--- config.mk ---
export PLATFORM = sky130hd
export DESIGN_NAME = port_pin_configuration
export DESIGN_NICKNAME = d
export VERILOG_FILES = /design/src/hdl/pin_cfg_pkg.sv /design/src/hdl/port_pin_configuration.sv
export SDC_FILE = /design/constraint.sdc
export NUM_CORES = 1
export LEC_CHECK = 0
export BUFFER_PORTS_ARGS = -buffer_cell sky130_fd_sc_hd__buf_2
export CORE_AREA = 4 4 184 231
export DETAILED_ROUTE_END_ITERATION = 10
export DIE_AREA = 0 0 188 235
export PLACE_DENSITY_LB_ADDON = 0.15
export SYNTH_ARGS = -nofsm -noshare
export SYNTH_HDL_FRONTEND = slang
export SYNTH_SLANG_ARGS = --single-unit
export TNS_END_PERCENT = 100
--- constraint.sdc ---
create_clock -name core_clk -period 4.2 [get_ports core_clk]
set_clock_uncertainty 0.15 [all_clocks]
set_input_delay 0 -clock core_clk [delete_from_list [all_inputs] [get_ports core_clk]]
set_output_delay 0 -clock core_clk [all_outputs]
set_load 0.02 [all_outputs]
--- src/hdl/pin_cfg_pkg.sv ---
package pin_cfg_pkg;

   // ==========================================================
   // Register indices (byte address is four times the index)
   localparam logic [15:0] IDX_PORT4_DIRECTION = 16'h00E9;
   localparam logic [15:0] IDX_PORT0_DIRECTION = 16'h00FC;
   localparam logic [15:0] IDX_PORT1_DIRECTION = 16'h00FD;
   localparam logic [15:0] IDX_PORT2_DIRECTION = 16'h00FE;
   localparam logic [15:0] IDX_PORT3_DIRECTION = 16'h00FF;
   localparam logic [15:0] IDX_PORT4_ANALOG = 16'h4047;
   localparam logic [15:0] IDX_PIN_FUNCTION_SELECT = 16'h404C;
   localparam logic [15:0] IDX_PORT1_ANALOG = 16'h4050;
   localparam logic [15:0] IDX_PORT2_ANALOG = 16'h4051;
   localparam logic [15:0] IDX_PORT3_ANALOG = 16'h4052;
   localparam logic [15:0] IDX_PORT0_PULLUP = 16'h4053;
   localparam logic [15:0] IDX_PORT1_PULLUP = 16'h4054;
   localparam logic [15:0] IDX_PORT2_PULLUP = 16'h4055;
   localparam logic [15:0] IDX_PORT3_PULLUP = 16'h4056;
   localparam logic [15:0] IDX_PORT4_PULLUP = 16'h4057;

   // ==========================================================
   // Implemented bit masks
   localparam logic [7:0] MASK_FULL = 8'hFF;
   localparam logic [7:0] MASK_PORT4_DIRECTION = 8'h7E;
   localparam logic [7:0] MASK_PORT1_ANALOG = 8'hFB;
   localparam logic [7:0] MASK_PORT4_ANALOG = 8'h40;
   localparam logic [7:0] MASK_PORT4_PULLUP = 8'h7E;

   // ==========================================================
   // Reset value of every configuration register
   localparam logic [7:0] CFG_RESET = 8'h00;

   // ==========================================================
   // Field positions
   localparam int POS_PIN13_SPECIAL_MODE = 3;
   localparam int POS_PIN01_OPEN_DRAIN = 1;
   localparam int POS_PIN00_OPEN_DRAIN = 0;
   localparam int POS_PIN45_ANALOG = 6;
   localparam int POS_PIN11_PULLDOWN = 7;
   localparam int POS_PIN01_PULLDOWN = 6;
   localparam int POS_PIN11_HIGHVOLT = 1;
   localparam int POS_PIN10_HIGHVOLT = 0;
   localparam int POS_MISO_IDLE_STATE = 7;
   localparam int POS_FIRST_SERIAL = 6;
   localparam int POS_SECOND_SERIAL = 5;
   localparam int POS_TIMER_FOUR = 4;
   localparam int POS_TIMER_THREE = 3;
   localparam int POS_TIMER_TWO = 2;
   localparam int POS_TIMER_TWO_ALT = 1;
   localparam int POS_X_PHASE = 0;

endpackage

--- src/hdl/port_pin_configuration.sv ---
`timescale 1ns/100ps
module port_pin_configuration (
   // Clock and reset
   input wire logic core_clk,
   input wire logic rstn,
   // APB slave
   input wire logic psel,
   input wire logic penable,
   input wire logic pwrite,
   input wire logic [17:0] paddr,
   input wire logic [31:0] pwdata,
   output logic [31:0] prdata,
   output logic pready,
   output logic pslverr,
   // Secondary pin-select fields
   input wire logic [1:0] timer_four_pin_choice,
   input wire logic timer_three_pin_choice,
   // Raw pin levels
   input wire logic [7:0] port0_pin_in,
   input wire logic [7:0] port1_pin_in,
   input wire logic [7:0] port2_pin_in,
   input wire logic [7:0] port3_pin_in,
   input wire logic [7:0] port4_pin_in,
   // Port data as read by software
   output logic [7:0] port0_read_data,
   output logic [7:0] port1_read_data,
   output logic [7:0] port2_read_data,
   output logic [7:0] port3_read_data,
   output logic [7:0] port4_read_data,
   // Effective digital output enables
   output logic [7:0] port0_output_en,
   output logic [7:0] port1_output_en,
   output logic [7:0] port2_output_en,
   output logic [7:0] port3_output_en,
   output logic [7:0] port4_output_en,
   // Analog mode per pin
   output logic [7:0] port1_analog_en,
   output logic [7:0] port2_analog_en,
   output logic [7:0] port3_analog_en,
   output logic [7:0] port4_analog_en,
   // Effective pull-ups
   output logic [7:0] port0_pullup_en,
   output logic [7:0] port1_pullup_en,
   output logic [7:0] port2_pullup_en,
   output logic [7:0] port3_pullup_en,
   output logic [7:0] port4_pullup_en,
   // Special pin options
   output logic pin11_pulldown,
   output logic pin01_pulldown,
   output logic pin01_open_drain,
   output logic pin00_open_drain,
   output logic pin11_highvolt_input,
   output logic pin10_highvolt_input,
   output logic pin13_enhanced_drive,
   // Function routing
   output logic spi_slave_miso_idle_state,
   output logic first_serial_route_enable,
   output logic second_serial_route_enable,
   output logic [2:0] timer_four_pin_route,
   output logic [1:0] timer_three_pin_route,
   output logic timer_two_route_enable,
   output logic timer_two_alt_route_enable,
   output logic x_phase_output_enable
);
   import pin_cfg_pkg::*;

   // ==========================================================
   // Register storage
   logic [7:0] port0_direction_q, port1_direction_q, port2_direction_q, port3_direction_q;
   logic [7:0] port4_direction_q, pin_function_select_q, port4_analog_q, port4_pullup_q;
   logic [7:0] port1_analog_q, port2_analog_q, port3_analog_q;
   logic [7:0] port0_pullup_q, port1_pullup_q, port2_pullup_q, port3_pullup_q;

   // ==========================================================
   // Bus decode
   logic [15:0] index;
   logic aligned, mapped, setup, wr_access, pslverr_q;
   logic [7:0] wbyte, read_d;
   logic [31:0] prdata_q;
   assign index = paddr[17:2];
   assign aligned = (paddr[1:0] == 2'h0);
   assign setup = psel & ~penable;
   assign wr_access = psel & penable & pwrite & mapped;
   assign wbyte = pwdata[7:0];
   always_comb begin
      read_d = 8'h00;
      mapped = aligned;
      case (index)
         IDX_PORT0_DIRECTION: read_d = port0_direction_q;
         IDX_PORT1_DIRECTION: read_d = port1_direction_q;
         IDX_PORT2_DIRECTION: read_d = port2_direction_q;
         IDX_PORT3_DIRECTION: read_d = port3_direction_q;
         IDX_PORT4_DIRECTION: read_d = port4_direction_q;
         IDX_PORT1_ANALOG: read_d = port1_analog_q;
         IDX_PORT2_ANALOG: read_d = port2_analog_q;
         IDX_PORT3_ANALOG: read_d = port3_analog_q;
         IDX_PORT4_ANALOG: read_d = port4_analog_q;
         IDX_PORT0_PULLUP: read_d = port0_pullup_q;
         IDX_PORT1_PULLUP: read_d = port1_pullup_q;
         IDX_PORT2_PULLUP: read_d = port2_pullup_q;
         IDX_PORT3_PULLUP: read_d = port3_pullup_q;
         IDX_PORT4_PULLUP: read_d = port4_pullup_q;
         IDX_PIN_FUNCTION_SELECT: read_d = pin_function_select_q;
         default: mapped = 1'b0;
      endcase
      if (!aligned) read_d = 8'h00;
   end

   // Read data and error captured in the setup cycle
   always_ff @(posedge core_clk or negedge rstn) begin
      if (!rstn) begin
         prdata_q <= 32'h0000_0000;
         pslverr_q <= 1'b0;
      end else if (setup) begin
         prdata_q <= {24'h00_0000, read_d};
         pslverr_q <= ~mapped;
      end
   end

   assign pready = 1'b1;
   assign prdata = prdata_q;
   assign pslverr = pslverr_q;

   // ==========================================================
   // Direction registers
   always_ff @(posedge core_clk or negedge rstn) begin
      if (!rstn) begin
         port0_direction_q <= CFG_RESET;
         port1_direction_q <= CFG_RESET;
         port2_direction_q <= CFG_RESET;
         port3_direction_q <= CFG_RESET;
         port4_direction_q <= CFG_RESET;
      end else if (wr_access) begin
         if (index == IDX_PORT0_DIRECTION) port0_direction_q <= wbyte & MASK_FULL;
         if (index == IDX_PORT1_DIRECTION) port1_direction_q <= wbyte & MASK_FULL;
         if (index == IDX_PORT2_DIRECTION) port2_direction_q <= wbyte & MASK_FULL;
         if (index == IDX_PORT3_DIRECTION) port3_direction_q <= wbyte & MASK_FULL;
         if (index == IDX_PORT4_DIRECTION) port4_direction_q <= wbyte & MASK_PORT4_DIRECTION;
      end
   end

   // ==========================================================
   // Analog registers
   always_ff @(posedge core_clk or negedge rstn) begin
      if (!rstn) begin
         port1_analog_q <= CFG_RESET;
         port2_analog_q <= CFG_RESET;
         port3_analog_q <= CFG_RESET;
         port4_analog_q <= CFG_RESET;
      end else if (wr_access) begin
         if (index == IDX_PORT1_ANALOG) port1_analog_q <= wbyte & MASK_PORT1_ANALOG;
         if (index == IDX_PORT2_ANALOG) port2_analog_q <= wbyte & MASK_FULL;
         if (index == IDX_PORT3_ANALOG) port3_analog_q <= wbyte & MASK_FULL;
         if (index == IDX_PORT4_ANALOG) port4_analog_q <= wbyte & MASK_PORT4_ANALOG;
      end
   end

   // ==========================================================
   // Pull-up registers
   always_ff @(posedge core_clk or negedge rstn) begin
      if (!rstn) begin
         port0_pullup_q <= CFG_RESET;
         port1_pullup_q <= CFG_RESET;
         port2_pullup_q <= CFG_RESET;
         port3_pullup_q <= CFG_RESET;
         port4_pullup_q <= CFG_RESET;
      end else if (wr_access) begin
         if (index == IDX_PORT0_PULLUP) port0_pullup_q <= wbyte & MASK_FULL;
         if (index == IDX_PORT1_PULLUP) port1_pullup_q <= wbyte & MASK_FULL;
         if (index == IDX_PORT2_PULLUP) port2_pullup_q <= wbyte & MASK_FULL;
         if (index == IDX_PORT3_PULLUP) port3_pullup_q <= wbyte & MASK_FULL;
         if (index == IDX_PORT4_PULLUP) port4_pullup_q <= wbyte & MASK_PORT4_PULLUP;
      end
   end

   // ==========================================================
   // Function select register
   always_ff @(posedge core_clk or negedge rstn) begin
      if (!rstn) begin
         pin_function_select_q <= CFG_RESET;
      end else if (wr_access && index == IDX_PIN_FUNCTION_SELECT) begin
         pin_function_select_q <= wbyte & MASK_FULL;
      end
   end

   // ==========================================================
   // Analog decode
   logic pin13_special;
   logic [7:0] an1_d, an2_d, an3_d, an4_d;
   assign pin13_special = port1_analog_q[POS_PIN13_SPECIAL_MODE];
   assign an1_d = {port1_analog_q[7:4], pin13_special & ~port1_direction_q[3], 3'h0};
   assign an2_d = port2_analog_q;
   assign an3_d = {2'h0, port3_analog_q[5:0]};
   assign an4_d = {2'h0, port4_analog_q[POS_PIN45_ANALOG], 5'h00};

   // ==========================================================
   // Pin configuration outputs
   always_ff @(posedge core_clk or negedge rstn) begin
      if (!rstn) begin
         port1_analog_en <= 8'h00;
         port2_analog_en <= 8'h00;
         port3_analog_en <= 8'h00;
         port4_analog_en <= 8'h00;
         port0_output_en <= 8'h00;
         port1_output_en <= 8'h00;
         port2_output_en <= 8'h00;
         port3_output_en <= 8'h00;
         port4_output_en <= 8'h00;
         pin13_enhanced_drive <= 1'b0;
      end else begin
         port1_analog_en <= an1_d;
         port2_analog_en <= an2_d;
         port3_analog_en <= an3_d;
         port4_analog_en <= an4_d;
         port0_output_en <= port0_direction_q;
         port1_output_en <= port1_direction_q & ~an1_d;
         port2_output_en <= port2_direction_q & ~an2_d;
         port3_output_en <= port3_direction_q & ~an3_d;
         port4_output_en <= port4_direction_q & ~an4_d;
         pin13_enhanced_drive <= pin13_special & port1_direction_q[3];
      end
   end

   always_ff @(posedge core_clk or negedge rstn) begin
      if (!rstn) begin
         port0_pullup_en <= 8'h00;
         port1_pullup_en <= 8'h00;
         port2_pullup_en <= 8'h00;
         port3_pullup_en <= 8'h00;
         port4_pullup_en <= 8'h00;
      end else begin
         port0_pullup_en <= port0_pullup_q;
         port1_pullup_en <= {port1_pullup_q[7:2] & ~{an1_d[7:6], 4'h0}, 2'h0};
         port2_pullup_en <= port2_pullup_q & ~an2_d;
         port3_pullup_en <= port3_pullup_q & ~an3_d;
         port4_pullup_en <= port4_pullup_q;
      end
   end

   always_ff @(posedge core_clk or negedge rstn) begin
      if (!rstn) begin
         pin11_pulldown <= 1'b0;
         pin01_pulldown <= 1'b0;
         pin01_open_drain <= 1'b0;
         pin00_open_drain <= 1'b0;
         pin11_highvolt_input <= 1'b0;
         pin10_highvolt_input <= 1'b0;
      end else begin
         pin11_pulldown <= port3_analog_q[POS_PIN11_PULLDOWN];
         pin01_pulldown <= port3_analog_q[POS_PIN01_PULLDOWN];
         pin01_open_drain <= port1_analog_q[POS_PIN01_OPEN_DRAIN];
         pin00_open_drain <= port1_analog_q[POS_PIN00_OPEN_DRAIN];
         pin11_highvolt_input <= port1_pullup_q[POS_PIN11_HIGHVOLT];
         pin10_highvolt_input <= port1_pullup_q[POS_PIN10_HIGHVOLT];
      end
   end

   // ==========================================================
   // Function routing outputs
   logic [2:0] t4_route_d;
   logic [1:0] t3_route_d;
   always_comb begin
      t4_route_d = 3'h0;
      if (pin_function_select_q[POS_TIMER_FOUR]) begin
         case (timer_four_pin_choice)
            2'h0: t4_route_d = 3'h1;
            2'h2: t4_route_d = 3'h4;
            default: t4_route_d = 3'h2;
         endcase
      end
   end

   always_comb begin
      t3_route_d = 2'h0;
      if (pin_function_select_q[POS_TIMER_THREE]) begin
         t3_route_d = timer_three_pin_choice ? 2'h2 : 2'h1;
      end
   end

   always_ff @(posedge core_clk or negedge rstn) begin
      if (!rstn) begin
         spi_slave_miso_idle_state <= 1'b0;
         first_serial_route_enable <= 1'b0;
         second_serial_route_enable <= 1'b0;
         timer_four_pin_route <= 3'h0;
         timer_three_pin_route <= 2'h0;
         timer_two_route_enable <= 1'b0;
         timer_two_alt_route_enable <= 1'b0;
         x_phase_output_enable <= 1'b0;
      end else begin
         spi_slave_miso_idle_state <= pin_function_select_q[POS_MISO_IDLE_STATE];
         first_serial_route_enable <= pin_function_select_q[POS_FIRST_SERIAL];
         second_serial_route_enable <= pin_function_select_q[POS_SECOND_SERIAL];
         timer_four_pin_route <= t4_route_d;
         timer_three_pin_route <= t3_route_d;
         timer_two_route_enable <= pin_function_select_q[POS_TIMER_TWO];
         timer_two_alt_route_enable <= pin_function_select_q[POS_TIMER_TWO_ALT];
         x_phase_output_enable <= pin_function_select_q[POS_X_PHASE];
      end
   end

   // ==========================================================
   // Pin input synchronisers and read masking
   logic [4:0][7:0] pin_raw, sync1_q, sync2_q, read_mask, read_q;
   assign pin_raw[0] = port0_pin_in;
   assign pin_raw[1] = port1_pin_in;
   assign pin_raw[2] = port2_pin_in;
   assign pin_raw[3] = port3_pin_in;
   assign pin_raw[4] = port4_pin_in;
   assign read_mask[0] = 8'h00;
   assign read_mask[1] = an1_d;
   assign read_mask[2] = an2_d;
   assign read_mask[3] = an3_d;
   assign read_mask[4] = an4_d | ~MASK_PORT4_DIRECTION;
   genvar g;
   generate
      for (g = 0; g < 5; g++) begin : g_port
         always_ff @(posedge core_clk or negedge rstn) begin
            if (!rstn) begin
               sync1_q[g] <= 8'h00;
               sync2_q[g] <= 8'h00;
               read_q[g] <= 8'h00;
            end else begin
               sync1_q[g] <= pin_raw[g];
               sync2_q[g] <= sync1_q[g];
               read_q[g] <= sync2_q[g] & ~read_mask[g];
            end
         end
      end
   endgenerate

   assign port0_read_data = read_q[0];
   assign port1_read_data = read_q[1];
   assign port2_read_data = read_q[2];
   assign port3_read_data = read_q[3];
   assign port4_read_data = read_q[4];

endmodule

==> metrics.md, run 1 <==
| Metric | Value |
|---|---|
| Least-Margin Pin Slew | `1.06 ns` |
| Initial detailed-routing violation count | `330` |
| Drt total wl | `34300 um` |
| Leakage power | `0.00807 uW` |
| Num rows | `82` |
| Register area share after synthesis | `71.7%` |
| Total Nets Final | `1211` |
| Share of layout cells above drive strength 1 | `38.7%` |
| ANT cells | `0` |
| CTS tree | `built` |
| RSZ-0062 raised after global routing | `no` |
| Hold Buf Count CTS | `99` |
| Port bufs | `230` |
| Place WS | `1.30 ns` |
| H-tree depth | `2` |
| Largest registers | `sync1_q (38), sync2_q (38)` |
| Die span in x | `188 um` |
| Slowest cell on the critical path | `nor2_2` |
| Critical path data required time | `4.45 ns` |
| Status | `finished, final reports clean` |
| Synth Instances | `760` |
| GRT Overall Usage | `15.2%` |
| CP delay by family, top | `simple AND/OR/NAND/NOR gates` |
| Clk Latency, worst-skew pair | `0.53 ns` |
| Minimum clock period | `2.79 ns` |
| Gates resized, CTS repair | `0` |
| Setup Crit Path Kind | `in -> reg` |
| Fill cells | `3855` |
| Initial antenna violation count | `1` |
| Final Wtd Congestion | `0.793` |
| Final Worst Setup Slack | `1.41 ns` |
| Fin. Hold Viols | `0` |
| YS warnings | `0` |
| Flop-to-flop setup slack | `2.33 ns` |
| Max VDD drop | `0.287 mV` |
| Yosys reg bits | `343` |
| Die ar. | `44200 um2` |
| Bufs and invs on worst path | `2` |
| Crit path arrival time | `3.04 ns` |
| Via/cell ratio | `4.36` |
| Post-DR wirelength/cell | `20.4 um` |
| Setup bufs post-CTS | `0` |
| Setup TNS | `0 ns` |
| Core ar. | `40100 um2` |
| Critical path's largest stage delay | `0.83 ns` |
| Clk root buf | `clkbuf_16` |
| Largest net degree at the start of global routing | `85` |
| Hpwl dp | `22300 um` |
| CP Launch Type | `input pin` |
| Netlist Area Pre-Place | `12000 um2` |
| Residual DRC count | `0` |
| Max FO, Critical Path | `8` |
| Critical path cell sequence | `dlygate4sd3_1 -> buf_2 -> nor3_1 -> nand2_1 -> nor2_2 -> mux2_2` |
| Vias | `7340` |
| Num CTS Buffers | `38` |
| Clock sinks | `343` |
| Max-cap check violation count | `0` |
| Area delta synth->final | `32.7%` |
| Die Span Y | `235 um` |
| Clock-pin slew on the worst setup and hold paths | `0.06 ns` |
| Power density cells | `442 nW/um2` |
| Final Max Tran Viols | `0` |
| Endpoint type of the worst setup path | `flop` |
| Fmax | `359 MHz` |
| ANT nets after route | `0` |
| First drt pass iteration count | `7` |
| Initial core utilization | `29.8%` |
| Post-synth EDFFs | `0` |
| First-pass GRT wire length | `50800 um` |
| Mean Syn Cell Area | `15.8 um2` |
| Final Setup Violations | `0` |
| Hold Crit Class | `in -> reg` |
| Vias in the first global route | `7734` |
| Clock tree buffer depth | `3` |
| CP startpoint | `paddr[0]` |
| Async SR Flop Fraction | `100%` |
| Fin crit share | `66.4%` |
| Worst R2R Start | `port4_pullup_q[3]$_DFFE_PN0P_` |
| Dominant synthesized flop cell | `dfrtp_1` |
| Yosys cell types | `57` |
| GRT overflow | `0` |
| Max_slew headroom | `28.5%` |
| HP Start | `timer_three_pin_choice` |
| I/O pin total | `302` |
==> path summary, 6_finish.rpt <==
kind | endpoint | cells after the start
min in group asynchronous | port3_read_data[7]$_DFF_PN0_ | 3
hold / removal | timer_three_pin_route[0]$_DFF_PN0_ | 3
hold reg to reg | port0_read_data[4]$_DFF_PN0_ | 0
max in group asynchronous | port4_output_en[6]$_DFF_PN0_ | 4
setup reg to reg | prdata[3]$_DFFE_PN0P_ | 4
setup / recovery | an2_d[0]$_DFFE_PN0P_ | 6
==> cells in the mapped netlist (4+ instances only) <==
| cell | n | area, um2 |
|---|---|---|
| buf_4 | 46 | 345 |
| buf_2 | 6 | 30.0 |
| and2_1 | 7 | 43.8 |
| a22oi_1 | 11 | 82.6 |
| a22o_1 | 6 | 52.6 |
| mux4_2 | 8 | 180 |
| clkbuf_1 | 10 | 37.5 |
| mux2_2 | 112 | 1260 |
| nor2_1 | 13 | 48.8 |
| nor2b_1 | 60 | 375 |
| nor4_1 | 4 | 25.0 |
| mux2i_1 | 8 | 80.1 |
| nand3_1 | 6 | 30.0 |
| buf_1 | 9 | 33.8 |
| nand2_1 | 24 | 90.1 |
| nor2_2 | 6 | 37.5 |
| dfrtp_1 | 343 | 8580 |
| o21ai_0 | 14 | 70.1 |
| a21oi_1 | 10 | 50.1 |
==> area by class of cell <==
type                    count  area, um2  area share [%]
repair buffers            343       2290            14.4
multi-input cells         385       3090            19.4
clock inverters            10        120           0.756
well taps                 546        683            4.30
inverters                   2       7.51          0.0473
flip-flops and latches    343       8580            54.0
clock buffers              56       1120            7.05
==> worst reg2reg max path, stage by stage, from the launching register on <==
cell and delay [ns]:
dfrtp_1 0.40, mux4_2 0.49, a22o_1 0.20, a2111oi_0 0.37, o21ai_0 0.12
==> cells by family after synthesis <==
logic type / Yosys count / synth area share (%)
DFF: 343 / 71.7
AOI/OAI and AO/OA: 63 / 3.83
buffers and inverters: 75 / 3.98
muxes: 130 / 12.9
and+or+nand+nor: 147 / 7.54
other: 2 / 0.0627
==> routing by layer <==
metal / share of wire [%] / up-vias / GRT usage [%]
met5: 0.038 / - / 0
met4: 3.3 / 2 / 5.47
met3: 6.9 / 60 / 4.19
met2: 49 / 268 / 25.2
met1: 41 / 3768 / 19.2
li1: - / 3242 / -
==> placed cells by master, fill, tap and decap left out, drive strengths merged, types with 3 or more instances in the layout <==
| master | instances |
|---|---|
| dfrtp | 343 |
| buf | 245 |
| mux2 | 114 |
| dlygate4sd3 | 98 |
| nor2b | 60 |
| clkbuf | 56 |
| conb | 45 |
| nand2 | 24 |
| nor2 | 23 |
| o21ai | 14 |
| a22oi | 11 |
| a21oi | 10 |
| mux4 | 8 |
| mux2i | 8 |
| and2 | 7 |
| nand3 | 6 |
| a22o | 6 |
| nor4 | 5 |
| inv | 5 |
| nor3 | 4 |
| or4 | 3 |
| a222oi | 3 |
| a2bb2oi | 3 |
| clkinv | 3 |
==> per-stage QoR <==
step,std cells,instance area (um2),utilization (%),hold slack [ns],power [uW]
2_1_floorplan,803,12100,-,-0.446,3570
3_3_place_gp,1520,13600,34.0,-0.0876,3690
3_5_place_dp,1520,13600,34.0,-0.0757,3700
4_1_cts,1685,15900,39.6,0.00753,7150
5_1_grt,1685,15900,39.6,0.0317,7300
6_report,1685,15900,39.6,0.0282,7020
==> where the power goes <==
group          internal (uW)  total [uW]  switching [uW]
registers               3360        3370            12.0
logic                    123         334             212
clock network           1980        3310            1340
(Power assumes the default switching activity.)
==> inputs of run 2 (changes only) <==
Clock period 4.2 ns to 2.3 ns, I/O delays scaled along.
==> metrics.md, run 2 (synthesized netlist as in run 1, its figures left out) <==
| Metric | Value |
|---|---|
| Status | `finished, final reports clean (unchanged)` |
| Residual DRC count | `0 (unchanged)` |
| Die ar. | `44200 um2 (unchanged)` |
| Leakage power | `0.00838 uW (was 0.00807 uW)` |
| Final Max Tran Viols | `0 (unchanged)` |
| Largest registers | `sync1_q (38), sync2_q (38) (unchanged)` |
| Area delta synth->final | `36.9% (was 32.7%)` |
| Finished Layout Cells | `1743 (was 1685)` |
| Minimum clock period | `2.16 ns` |
| Worst R2R Start | `port4_pullup_q[3]$_DFFE_PN0P_ (unchanged)` |
| Endpoint type of the worst setup path | `flop (unchanged)` |
| Hold Crit Class | `in -> reg (unchanged)` |
| ANT cells | `0 (unchanged)` |
| Final Wtd Congestion | `0.844 (was 0.793)` |
| GRT overflow | `0 (unchanged)` |
| Worst reg2reg path depth | `4 (unchanged)` |
| Final Setup Violations | `0 (unchanged)` |
| Num rows | `82 (unchanged)` |
| Num CTS Buffers | `37 (was 38)` |
| Gates resized, CTS repair | `0 (unchanged)` |
| Share of layout cells above drive strength 1 | `41.4% (was 38.7%)` |
| Most frequent cells in the layout | `343 x dfrtp_1, 229 x buf_2, 112 x mux2_2, 98 x dlygate4sd3_1, 64 x buf_4 (was 343 x dfrtp_1, 229 x buf_2, 112 x mux2_2, 98 x dlygate4sd3_1, 60 x nor2b_1)` |
| Flop-to-flop setup slack | `0.33 ns (was 2.33 ns)` |
| Dpl cells | `1580 (was 1520)` |
| Clock-pin slew on the worst setup and hold paths | `0.06 ns (about the same)` |
| Clock tree buffer depth | `3 (unchanged)` |
| Fin crit share | `94.0%` |
| H-tree depth | `2 (unchanged)` |
| Vias | `7461 (was 7340)` |
| Max FO, Critical Path | `8 (unchanged)` |
| Initial detailed-routing violation count | `392 (was 330)` |
| Setup Crit Path Kind | `in -> reg (unchanged)` |
| CP Launch Type | `input pin (unchanged)` |
| Fin. Hold Viols | `0 (unchanged)` |
| Hpwl dp | `23900 um (was 22300 um)` |
| Critical path data required time | `2.56 ns (was 4.45 ns)` |
| Initial antenna violation count | `0 (was 1)` |
| Port bufs | `230 (unchanged)` |
| First drt pass iteration count | `5 (was 7)` |
| Clk Latency, worst-skew pair | `0.53 ns (about the same)` |
| First-pass GRT wire length | `52400 um (was 50800 um)` |
| Worst Hold Path EP | `prdata[3]$_DFFE_PN0P_ (was timer_three_pin_route[0]$_DFF_PN0_)` |
| I/O pin total | `302 (unchanged)` |
| Die span in x | `188 um (unchanged)` |
| Least-Margin Pin Slew | `0.789 ns (was 1.06 ns)` |
| Total Nets Final | `1269 (was 1211)` |
| Post-DR wirelength/cell | `19.7 um (was 20.4 um)` |
| Crit path arrival time | `2.42 ns (was 3.04 ns)` |
| Clock sinks | `343 (unchanged)` |
| Clk root buf | `clkbuf_16 (unchanged)` |
| Vias in the first global route | `8052 (was 7734)` |
| Initial core utilization | `29.8% (unchanged)` |
| Largest net degree at the start of global routing | `75 (was 85)` |
| CTS tree | `built (unchanged)` |
| Worst hold path depth | `4 (was 3)` |
| RSZ-0062 raised after global routing | `no (unchanged)` |
| Fin Hold WS | `0.00590 ns (was 0.0282 ns)` |
| R2R Path End | `prdata[3]$_DFFE_PN0P_ (unchanged)` |
| ANT nets after route | `0 (unchanged)` |
| Fill cells | `3781 (was 3855)` |
| Max-cap check violation count | `0 (unchanged)` |
| Max_slew headroom | `46.9% (was 28.5%)` |
| Fmax | `463 MHz` |
| Die Span Y | `235 um (unchanged)` |
| Via/cell ratio | `4.28 (was 4.36)` |
| Drt total wl | `34400 um (was 34300 um)` |
| HP Start | `paddr[2] (was timer_three_pin_choice)` |
| Power density cells | `776 nW/um2 (was 442 nW/um2)` |
| Max VDD drop | `0.467 mV (was 0.287 mV)` |
| Most common cell after layout, fill and taps aside | `dfrtp_1 (unchanged)` |
| GRT Overall Usage | `15.5% (was 15.2%)` |
| Core ar. | `40100 um2 (unchanged)` |
-- run 2: cell count changes in the layout (fill, tap and decap cells not counted), sizes merged --
cell and delta:
buf +59, clkbuf +1, inv -2, clkinv +2
clkinvlp -2
-- run 2: layout make-up --
cell class	instances	area, um2	share of cell area [%]
flip-flops and latches	343	8580	52.4
clock buffers	57	1110	6.80
inverters	2	7.51	0.0458
multi-input cells	385	3080	18.8
repair buffers	402	2820	17.2
well taps	546	683	4.17
clock inverters	8	93.8	0.573
-- run 2: worst max path at each step --
| stage | end | from | slack (ns) | cells past startpoint |
|---|---|---|---|---|
| floorplan | port1_direction_q[0]$_DFFE_PN0P_ | paddr[11] | 0.10 | 6 |
| global placement | port4_direction_q[6]$_DFFE_PN0P_ | paddr[11] | -0.16 | 8 |
| detailed placement | port2_direction_q[2]$_DFFE_PN0P_ | paddr[11] | -0.15 | 6 |
| CTS | port2_direction_q[3]$_DFFE_PN0P_ | paddr[16] | 0.19 | 7 |
| global route | port2_direction_q[0]$_DFFE_PN0P_ | paddr[16] | 0.08 | 7 |
| finish | port2_direction_q[3]$_DFFE_PN0P_ | paddr[16] | 0.14 | 7 |
-- run 2: stage by stage --
stage	util (%)	setup TNS [ns]	area [um2]	setup WS [ns]	total power (uW)
after global placement	35.4	-6.34	14200	-0.158	6790
after detailed placement	35.4	-6.87	14200	-0.150	6800
after floorplan	-	0	12100	0.104	6520
after global routing	40.8	0	16400	0.0815	13200
final	40.8	0	16400	0.138	12700
after CTS	40.8	0	16400	0.187	12900
-- run 2: routing by layer --
metal / wire length [um] / GRT usage [%]
met5: 0 / 0
met4: 857 / 4.65
met3: 2210 / 3.61
met2: 16500 / 25.3
met1: 14800 / 20.8
-- run 2: power by group --
part           internal (uW)  switching, uW  total, uW  leakage, uW
Clock                   3550           2360       5910     0.000596
Combinational            251            391        641      0.00326
Sequential              6140           22.2       6160      0.00452
Total                   9940           2770      12700      0.00838
-- run 2: what timing repair did --
action / 4_1_cts / 5_1_grt
hold endpoints to repair: 503 / 0
setup buffers: 0 / 0
hold buffers: 98 / 0
-- run 2: critical path: stages --
cell           delay (ns)
dlygate4sd3_1        0.55
buf_2                0.17
nand4b_1             0.29
or4_1                0.47
buf_4                0.21
nor2_4               0.34
mux2_2               0.38
